--- config.mk ---
export PLATFORM = sky130hd
export DESIGN_NAME = sps_ctrl_flat
export DESIGN_NICKNAME = d
export VERILOG_FILES = /design/src/design/sps_pkg.sv /design/src/design/sps_if.sv /design/src/design/sps_ctrl.sv /design/src/flat_wrapper.sv
export SDC_FILE = /design/constraint.sdc
export NUM_CORES = 1
export LEC_CHECK = 0
export ABC_AREA = 1
export BUFFER_PORTS_ARGS = -buffer_cell sky130_fd_sc_hd__buf_2
export CORE_ASPECT_RATIO = 0.9
export CORE_MARGIN = 3
export CORE_UTILIZATION = 40
export CTS_BUF_LIST = sky130_fd_sc_hd__clkbuf_4
export CTS_CLUSTER_DIAMETER = 120
export DETAILED_ROUTE_END_ITERATION = 8
export PLACE_DENSITY_LB_ADDON = 0.05
export SYNTH_ARGS = -nofsm -noshare
export SYNTH_HDL_FRONTEND = slang
export SYNTH_SLANG_ARGS = --single-unit
--- constraint.sdc ---
create_clock -name clk -period 2.3 [get_ports clk]
set_clock_uncertainty 0.1 [all_clocks]
set_input_delay 0.115 -clock clk [delete_from_list [all_inputs] [get_ports clk]]
set_output_delay 0.115 -clock clk [all_outputs]
set_load 0.02 [all_outputs]
--- src/design/sps_pkg.sv ---
// Package with shared constants and types for the sensor power sequencer.
package sps_pkg;

	// Clock rate of the controller clock in kHz (125 MHz).
	localparam int unsigned CLK_KHZ = 125000;
	// Rail enable vector bit positions.
	localparam int RAIL_PLL = 0;
	localparam int RAIL_ANA = 1;
	localparam int RAIL_IO = 2;
	localparam int RAIL_CORE = 3;
	localparam int RAIL_SER = 4;
	localparam int RAIL_N = 5;
	localparam logic [4:0] RAILS_OFF = 5'h00;
	// Gap between rail steps in microseconds.
	localparam int unsigned STEP_GAP_US = 10;
	localparam int unsigned STEP_GAP_CYC = STEP_GAP_US * CLK_KHZ / 1000;
	// Rail settle time before the clock starts, in microseconds.
	localparam int unsigned SETTLE_US = 10;
	localparam int unsigned SETTLE_CYC = SETTLE_US * CLK_KHZ / 1000;
	// Hard reset low time in milliseconds.
	localparam int unsigned HARD_RST_MS = 1;
	localparam int unsigned HARD_RST_CYC = HARD_RST_MS * CLK_KHZ;
	// Internal initialization in input clock cycles.
	localparam int unsigned INIT_EXT_CYC = 160000;
	// PLL lock wait in milliseconds.
	localparam int unsigned PLL_LOCK_MS = 1;
	localparam int unsigned PLL_LOCK_CYC = PLL_LOCK_MS * CLK_KHZ;
	// Power-down to next power-up gap in milliseconds.
	localparam int unsigned OFF_GAP_MS = 100;
	localparam int unsigned OFF_GAP_CYC = OFF_GAP_MS * CLK_KHZ;
	// Clock divider half period for the external input clock.
	localparam int unsigned EXT_HALF_CYC = 3;
	// Register address and bit of the streaming control.
	localparam logic [15:0] MODE_REG_ADDR = 16'h301A;
	localparam int STREAM_BIT = 2;
	localparam logic [15:0] STREAM_ON = 16'h0004;
	localparam logic [15:0] STREAM_OFF = 16'h0000;
	// Counter width for long counts.
	localparam int CNT_W = 32;

	typedef enum logic [1:0] {
		SPS_DEV_OFF,
		SPS_DEV_INIT,
		SPS_DEV_STANDBY,
		SPS_DEV_STREAM
	} sps_dev_state_t;

endpackage

--- src/design/sps_if.sv ---
// Interface joining the power controller and the sensor sequencing model.
`timescale 1ns/100ps
interface sps_if;
	logic [4:0] rail_en;
	logic external_input_clock;
	logic reset_n;
	logic wr_valid;
	logic [15:0] wr_addr;
	logic [15:0] wr_data;
	logic wr_ready;
	logic soft_standby;

	modport ctrl (
		output rail_en,
		output external_input_clock,
		output reset_n,
		output wr_valid,
		output wr_addr,
		output wr_data,
		input wr_ready,
		input soft_standby
	);
	modport sensor (
		input rail_en,
		input external_input_clock,
		input reset_n,
		input wr_valid,
		input wr_addr,
		input wr_data,
		output wr_ready,
		output soft_standby
	);
endinterface

--- src/design/sps_ctrl.sv ---
// Controller end: rail order, clock start, reset, waits and stream control.
`timescale 1ns/100ps

module sps_ctrl
	import sps_pkg::*;
#(
	parameter int unsigned RST_CYC = HARD_RST_CYC,
	parameter int unsigned INIT_WAIT = INIT_EXT_CYC,
	parameter int unsigned LOCK_CYC = PLL_LOCK_CYC,
	parameter int unsigned OFF_CYC = OFF_GAP_CYC
) (
	input wire logic clk, // System clock.
	input wire logic sys_rst, // Synchronous reset, active high.
	sps_if.ctrl lnk, // Link to the sensor.
	input wire logic power_up, // Pulse: run the power-up sequence.
	input wire logic power_down, // Pulse: run the power-down sequence.
	input wire logic cfg_valid, // User settings write request.
	input wire logic [15:0] cfg_addr, // Settings register address.
	input wire logic [15:0] cfg_data, // Settings register data.
	input wire logic cfg_last, // Marks the final settings write.
	output logic cfg_ready, // High the cycle after a settings write is taken.
	output logic clk_stop, // Input clock held low from reset or the power-down standby until the rails settle.
	output logic active // Sensor streaming under control.
);

	initial begin
		if (RST_CYC < 1 || INIT_WAIT < 1 || LOCK_CYC < 1 || OFF_CYC < 1) begin
			$error("sps_ctrl: bad parameters");
		end
	end

	typedef enum logic [3:0] {
		S_OFF, S_RAILS_UP, S_SETTLE, S_RESET, S_INIT, S_CONFIG,
		S_LOCK, S_STREAM, S_STOPPING, S_RAILS_DN, S_COOL
	} sps_ctrl_state_t;

	sps_ctrl_state_t st_q, st_d;
	logic [CNT_W-1:0] cnt_q, cnt_d;
	logic [2:0] idx_q, idx_d;
	logic [4:0] rail_q, rail_d;
	logic ck_off_q, ck_off_d;
	logic [2:0] div_q, div_d;
	logic ext_q, ext_d;
	logic rst_n_q, rst_n_d;
	logic wv_q, wv_d;
	logic [15:0] wa_q, wa_d;
	logic [15:0] wd_q, wd_d;
	logic rdy_q, rdy_d;
	logic act_q, act_d;
	logic [1:0] sb_sync_q;
	logic ext_edge;

	// Rail position for the given step of the up order.
	function automatic int up_rail(input logic [2:0] i);
		case (i)
			3'h0: up_rail = RAIL_PLL;
			3'h1: up_rail = RAIL_ANA;
			3'h2: up_rail = RAIL_IO;
			3'h3: up_rail = RAIL_CORE;
			default: up_rail = RAIL_SER;
		endcase
	endfunction

	// Standby flag is from the far end; pass it through two flops.
	always_ff @(posedge clk) begin
		if (sys_rst) begin
			sb_sync_q <= 2'h0;
		end else begin
			sb_sync_q <= {sb_sync_q[0], lnk.soft_standby};
		end
	end

	// Input clock divider runs only while enabled.
	always_comb begin
		ext_edge = !ck_off_q && (div_q == 3'(EXT_HALF_CYC - 1));
		div_d = (ext_edge || ck_off_q) ? 3'h0 : div_q + 3'h1;
		ext_d = ck_off_q ? 1'b0 : (ext_edge ? ~ext_q : ext_q);
	end

	// Main sequencing state machine.
	always_comb begin
		st_d = st_q;
		cnt_d = cnt_q;
		idx_d = idx_q;
		rail_d = rail_q;
		ck_off_d = ck_off_q;
		rst_n_d = rst_n_q;
		wv_d = 1'b0;
		wa_d = wa_q;
		wd_d = wd_q;
		rdy_d = 1'b0;
		act_d = act_q;
		case (st_q)
			S_OFF: begin
				if (power_up) begin
					st_d = S_RAILS_UP;
					idx_d = 3'h0;
					cnt_d = '0;
					rst_n_d = 1'b0;
				end
			end
			S_RAILS_UP: begin
				// PLL rail is always the first step.
				if (cnt_q == 0) begin
					rail_d[up_rail(idx_q)] = 1'b1;
				end
				cnt_d = cnt_q + 1'b1;
				if (cnt_q >= STEP_GAP_CYC) begin
					cnt_d = '0;
					idx_d = idx_q + 3'h1;
					if (idx_q == 3'(RAIL_N - 1)) begin
						st_d = S_SETTLE;
					end
				end
			end
			S_SETTLE: begin
				cnt_d = cnt_q + 1'b1;
				if (cnt_q >= SETTLE_CYC) begin
					ck_off_d = 1'b0;
					cnt_d = '0;
					st_d = S_RESET;
				end
			end
			S_RESET: begin
				cnt_d = cnt_q + 1'b1;
				if (cnt_q >= RST_CYC) begin
					rst_n_d = 1'b1;
					cnt_d = '0;
					st_d = S_INIT;
				end
			end
			S_INIT: begin
				// Count input clock rising edges; no writes meanwhile.
				if (ext_edge && !ext_q) begin
					cnt_d = cnt_q + 1'b1;
				end
				if (cnt_q >= INIT_WAIT) begin
					cnt_d = '0;
					st_d = S_CONFIG;
				end
			end
			S_CONFIG: begin
				if (cfg_valid && lnk.wr_ready &&
					!rdy_q && !wv_q) begin
					wv_d = 1'b1;
					wa_d = cfg_addr;
					wd_d = cfg_data;
					rdy_d = 1'b1;
					if (cfg_last) begin
						st_d = S_LOCK;
					end
				end
			end
			S_LOCK: begin
				cnt_d = cnt_q + 1'b1;
				if (cnt_q >= LOCK_CYC) begin
					wv_d = 1'b1;
					wa_d = MODE_REG_ADDR;
					wd_d = STREAM_ON;
					act_d = 1'b1;
					cnt_d = '0;
					st_d = S_STREAM;
				end
			end
			S_STREAM: begin
				if (power_down) begin
					wv_d = 1'b1;
					wa_d = MODE_REG_ADDR;
					wd_d = STREAM_OFF;
					cnt_d = '0;
					st_d = S_STOPPING;
				end
			end
			S_STOPPING: begin
				// Give the standby flag time to fall, then await it.
				if (cnt_q < 4) begin
					cnt_d = cnt_q + 1'b1;
				end else if (sb_sync_q[1]) begin
					ck_off_d = 1'b1;
					rst_n_d = 1'b0;
					act_d = 1'b0;
					idx_d = 3'h0;
					cnt_d = '0;
					st_d = S_RAILS_DN;
				end
			end
			S_RAILS_DN: begin
				if (cnt_q == 0) begin
					// Clock already stopped; order is the up order reversed.
					rail_d[up_rail(3'(RAIL_N - 1) - idx_q)] = 1'b0;
				end
				cnt_d = cnt_q + 1'b1;
				if (cnt_q >= STEP_GAP_CYC) begin
					cnt_d = '0;
					idx_d = idx_q + 3'h1;
					if (idx_q == 3'(RAIL_N - 1)) begin
						st_d = S_COOL;
					end
				end
			end
			S_COOL: begin
				cnt_d = cnt_q + 1'b1;
				if (cnt_q >= OFF_CYC) begin
					cnt_d = '0;
					st_d = S_OFF;
				end
			end
			default: begin
				st_d = S_OFF;
			end
		endcase
	end

	always_ff @(posedge clk) begin
		if (sys_rst) begin
			st_q <= S_OFF;
			cnt_q <= '0;
			idx_q <= 3'h0;
			rail_q <= RAILS_OFF;
			ck_off_q <= 1'b1;
			div_q <= 3'h0;
			ext_q <= 1'b0;
			rst_n_q <= 1'b0;
			wv_q <= 1'b0;
			wa_q <= 16'h0000;
			wd_q <= 16'h0000;
			rdy_q <= 1'b0;
			act_q <= 1'b0;
		end else begin
			st_q <= st_d;
			cnt_q <= cnt_d;
			idx_q <= idx_d;
			rail_q <= rail_d;
			ck_off_q <= ck_off_d;
			div_q <= div_d;
			ext_q <= ext_d;
			rst_n_q <= rst_n_d;
			wv_q <= wv_d;
			wa_q <= wa_d;
			wd_q <= wd_d;
			rdy_q <= rdy_d;
			act_q <= act_d;
		end
	end

	// Link and user outputs, all from flip-flops.
	assign lnk.rail_en = rail_q;
	assign lnk.external_input_clock = ext_q;
	assign lnk.reset_n = rst_n_q;
	assign lnk.wr_valid = wv_q;
	assign lnk.wr_addr = wa_q;
	assign lnk.wr_data = wd_q;
	assign cfg_ready = rdy_q;
	assign clk_stop = ck_off_q;
	assign active = act_q;

endmodule

--- src/flat_wrapper.sv ---
// flat-port wrapper written by rule: the top's interface ports become plain ports
module sps_ctrl_flat import sps_pkg::*;
#(
	parameter int unsigned RST_CYC = HARD_RST_CYC,
	parameter int unsigned INIT_WAIT = INIT_EXT_CYC,
	parameter int unsigned LOCK_CYC = PLL_LOCK_CYC,
	parameter int unsigned OFF_CYC = OFF_GAP_CYC
)
  (clk, sys_rst, power_up, power_down, cfg_valid, cfg_addr, cfg_data, cfg_last, cfg_ready, clk_stop, active, lnk_rail_en, lnk_external_input_clock, lnk_reset_n, lnk_wr_valid, lnk_wr_addr, lnk_wr_data, lnk_wr_ready, lnk_soft_standby);
  sps_if lnk_i ();
  input wire logic clk;
  input wire logic sys_rst;
  input wire logic power_up;
  input wire logic power_down;
  input wire logic cfg_valid;
  input wire logic [15:0] cfg_addr;
  input wire logic [15:0] cfg_data;
  input wire logic cfg_last;
  output logic cfg_ready;
  output logic clk_stop;
  output logic active;
  output wire logic [$bits(lnk_i.rail_en)-1:0] lnk_rail_en;
  output wire logic [$bits(lnk_i.external_input_clock)-1:0] lnk_external_input_clock;
  output wire logic [$bits(lnk_i.reset_n)-1:0] lnk_reset_n;
  output wire logic [$bits(lnk_i.wr_valid)-1:0] lnk_wr_valid;
  output wire logic [$bits(lnk_i.wr_addr)-1:0] lnk_wr_addr;
  output wire logic [$bits(lnk_i.wr_data)-1:0] lnk_wr_data;
  input wire logic [$bits(lnk_i.wr_ready)-1:0] lnk_wr_ready;
  input wire logic [$bits(lnk_i.soft_standby)-1:0] lnk_soft_standby;
  assign lnk_rail_en = lnk_i.rail_en;
  assign lnk_external_input_clock = lnk_i.external_input_clock;
  assign lnk_reset_n = lnk_i.reset_n;
  assign lnk_wr_valid = lnk_i.wr_valid;
  assign lnk_wr_addr = lnk_i.wr_addr;
  assign lnk_wr_data = lnk_i.wr_data;
  assign lnk_i.wr_ready = lnk_wr_ready;
  assign lnk_i.soft_standby = lnk_soft_standby;
  sps_ctrl #(.RST_CYC(RST_CYC), .INIT_WAIT(INIT_WAIT), .LOCK_CYC(LOCK_CYC), .OFF_CYC(OFF_CYC)) u_core (.clk(clk), .sys_rst(sys_rst), .lnk(lnk_i), .power_up(power_up), .power_down(power_down), .cfg_valid(cfg_valid), .cfg_addr(cfg_addr), .cfg_data(cfg_data), .cfg_last(cfg_last), .cfg_ready(cfg_ready), .clk_stop(clk_stop), .active(active));
endmodule
==> metrics.txt <==
CP arrival 2370 ps; Routed WL 13,800 um; compound-cell area share of the yosys netlist ~8.5%; worst r2r src u_core.cnt_q[12]$_SDFFE_PP0P_; mapped cell area 4910 um^2; IO Pins 83; placer congestion estimate around 0.97; crit-path cells nand2_1, nor2_1, a21oi_1, nand2_1, a21boi_2, a21boi_4, buf_12, nand2_1, o21ai_0, nor2_1; Syn Nets roughly 800; first-pass GRT wire length 23,700 um; Psw 0.00204 W; area grow syn2layout 24.2%; CTS buffer count 9; fin worst setup slack 180 ps; DRC 0; Fin. Hold Viols 0; core outline area 11,700 um^2; routed wl met2 6010 um; GRT overflow 0; # setup viols final 0; largest family of logic cells by synthesized area simple AND/OR/NAND/NOR gates; Main synth FF type dfxtp_1; clock-pin slew on the worst setup and hold paths 140 ps; standby leakage power 2.92 nW; DR vias/cell 4.86; maximum vdd drop 0.000500 V; clk sinks 87; post-synthesis mux area share 0%; Final Critical Period 2120 ps; Hold Path End u_core.idx_q[1]$_SDFFE_PP0P_; cell mode on critical path nand2_1; slowest stage cell, crit path dfxtp_1; Slew @ Worst Pin 568 ps; slowest cell delay on critical path 450 ps; Met3 Routed Length ~900 um; chip height 111 um; DR WL/cell 13.2 um; Finished Cell Area 6100 um^2; Initial Util between 40% and 50%; Post-synth EDFFs 0; syn avg cell area between 6 and 7 um^2; Power Internal 0.00294 W; Die W 123 um; WL met1 6730 um; sequential share of power between 30% and 40%; Power Dens Cells 816 nW/um^2; reg-to-reg endpoint u_core.lnk.wr_data[15]$_SDFFE_PP0P_; CTS tree built; post-synthesis xor/xnor area fraction 3.21%; register area share after synthesis between 30% and 40%; post-DP HPWL between 10,000 and 15,000 um; top cells by area, synth dfxtp_1 (35%), nand2_1 (14%), nor2_1 (12%), inv_1 (6.8%), nand3_1 (4.8%); warning count from the yosys run 0; Fmax achieved 472 MHz; Tot GR Track Use 21.4%; top layer in use met4; Mapped Cells 767; vias 5,108; Net count, final 943; cell family with most CP delay simple AND/OR/NAND/NOR gates; diodes inserted 0; CP Buf/Inv Count 1; Max-cap violations 0; Adder-Cell Fraction of Synth Area 3.57%; Clock power frac 22.3%; top-area cell type share of the netlist area 35.5%; die area 13,600 um^2; status finished clean; Crit. End Element register; dpl ws around 130 ps; HP Class in -> reg; critical path type reg -> reg; CTS Root Cell clkbuf_4; switching fraction of total power about two fifths; CTS max path bufs 2; Max FO, Critical Path 60; fraction of layout cells with a size suffix above 1 16.6%; period utilisation layout a little over 90%; Hold Crit Start power_up; Hold Path Stages 6; Worst Reg2Reg Path Length in Cells 10; largest net degree at the start of global routing 61; Placed Area 5530 um^2; Synth cell types 39; Power Total between 0.004 and 0.005 W; Worst EP required 2540 ps; leading area contributor after synthesis dfxtp_1; first-pass iteration count of the detailed router 5; critical path startpoint category register; initial antenna violation count 0; Rows 37; Yosys reg bits 87; max-slew violation count 0; r2r setup slk ~180 ps; postcts setup bufs 0; ANT nets after route 0; Worst-Skew Late Latency 470 ps; IO buf count 82; CTS H-tree lvls 3; simple-gate share of the synthesized area 39.5%; Async SR Flop Fraction 0%; vias in the first global route 4,958; Comb pwr share 40.8%; Setup Total Neg Slack 0 ps; Detailed Route Iter0 Violations 337; Rel. slew slack a little over 60%
==> layer usage <==
layer | vias to the layer above | GRT usage (%)
met5 | - | 0
met4 | 0 | 4.93
met1 | 2269 | 30.1
met3 | 20 | 6.02
li1 | 2661 | -
met2 | 158 | 32.2
==> cells by family after synthesis <==
group / after synthesis
AO/OA/AOI/OAI: 77
XOR/XNOR: 18
adder cells (fa/ha/maj): 14
buffers and inverters: 117
flip-flops: 87
AND/OR/NAND/NOR: 454
==> synthesized netlist by cell type (7+ instances only) <==
cell type / n
nor2_2: 7
nor2_1: 155
nand4_1: 18
nand2_1: 186
o21ai_0: 28
o21ai_1: 13
xor2_1: 17
nor3_1: 20
clkbuf_1: 10
nand3_1: 47
ha_1: 14
a21oi_1: 23
inv_1: 89
dfxtp_1: 87
==> stage by stage <==
step | hold WS [ps] | instances | util [%]
after global routing | 136 | 1050 | 52.1
after floorplan | 122 | 767 | -
after CTS | 109 | 1050 | 51.9
after global placement | 241 | 998 | 47.2
final | 139 | 1050 | 52.1
after detailed placement | 239 | 998 | 47.2
==> worst min-delay path, stage by stage <==
cell and delay, ps:
buf_2 100, o22ai_1 80, inv_1 90, nand2_1 70, o21ai_0 150, a21oi_1 60
==> how the worst max path moves through the flow <==
| stage | cells after the start | start | slack [ps] | end |
|---|---|---|---|---|
| finish | 10 | u_core.cnt_q[12]$_SDFFE_PP0P_ | 180 | u_core.lnk.wr_data[15]$_SDFFE_PP0P_ |
| global placement | 10 | u_core.cnt_q[22]$_SDFFE_PP0P_ | 140 | u_core.lnk.wr_addr[9]$_SDFFE_PP0P_ |
| CTS | 10 | u_core.cnt_q[22]$_SDFFE_PP0P_ | 110 | u_core.lnk.wr_data[15]$_SDFFE_PP0P_ |
| global route | 12 | u_core.st_q[3]$_SDFFE_PP0P_ | -0.02 | u_core.lnk.wr_addr[15]$_SDFFE_PP0P_ |
| floorplan | 14 | u_core.cnt_q[9]$_SDFFE_PP0P_ | 460 | u_core.cnt_q[22]$_SDFFE_PP0P_ |
| detailed placement | 10 | u_core.cnt_q[22]$_SDFFE_PP0P_ | 130 | u_core.lnk.wr_addr[6]$_SDFFE_PP0P_ |
==> cells in the final DEF, fill, tap and decap left out, drive strengths merged, types with 17 or more instances in the layout <==
cell / instances
dfxtp: 87
nand3: 48
nor2: 164
inv: 97
nor3: 21
nand4: 18
xor2: 17
buf: 97
o21ai: 42
a21oi: 24
nand2: 192
dlygate4sd3: 36
==> what timing repair did <==
| item | 4_1_cts | 5_1_grt |
|---|---|---|
| resized for setup | 0 | 8 |
| setup endpoints to repair | 0 | 51 |
| hold endpoints to repair | 34 | 0 |
| hold buffers | 36 | 0 |
==> cell type report <==
cell class                 count  area (um^2)
multi-input combinational    563         2720
inverter                      95          357
tap                          156          195
clock buffer                   9         67.6
sequential                    87         1750
timing repair buffer         133          896
clock inverter                 7          119
fill                        1215         5610
==> registers in the layout (all words and copies together) (netlist names) <==
signal,flops
u_core.cnt_q,32
u_core.lnk.wr_addr,16
u_core.lnk.wr_data,16
u_core.lnk.rail_en,5
u_core.st_q,4
u_core.div_q,3
u_core.idx_q,3
u_core.sb_sync_q,2
u_core.active,1
u_core.cfg_ready,1
u_core.clk_stop,1
u_core.lnk.external_input_clock,1
u_core.lnk.reset_n,1
u_core.lnk.wr_valid,1
==> power groups by stage <==
stage	combinational [W]	sequential, W	clock [W]
3_5_place_dp	0.00195	0.00186	0
5_1_grt	0.00230	0.00187	0.00122
3_3_place_gp	0.00194	0.00187	0
4_1_cts	0.00201	0.00184	0.00116
2_1_floorplan	0.00129	0.00201	0
6_report	0.00203	0.00184	0.00111
(Power assumes the default switching activity.)
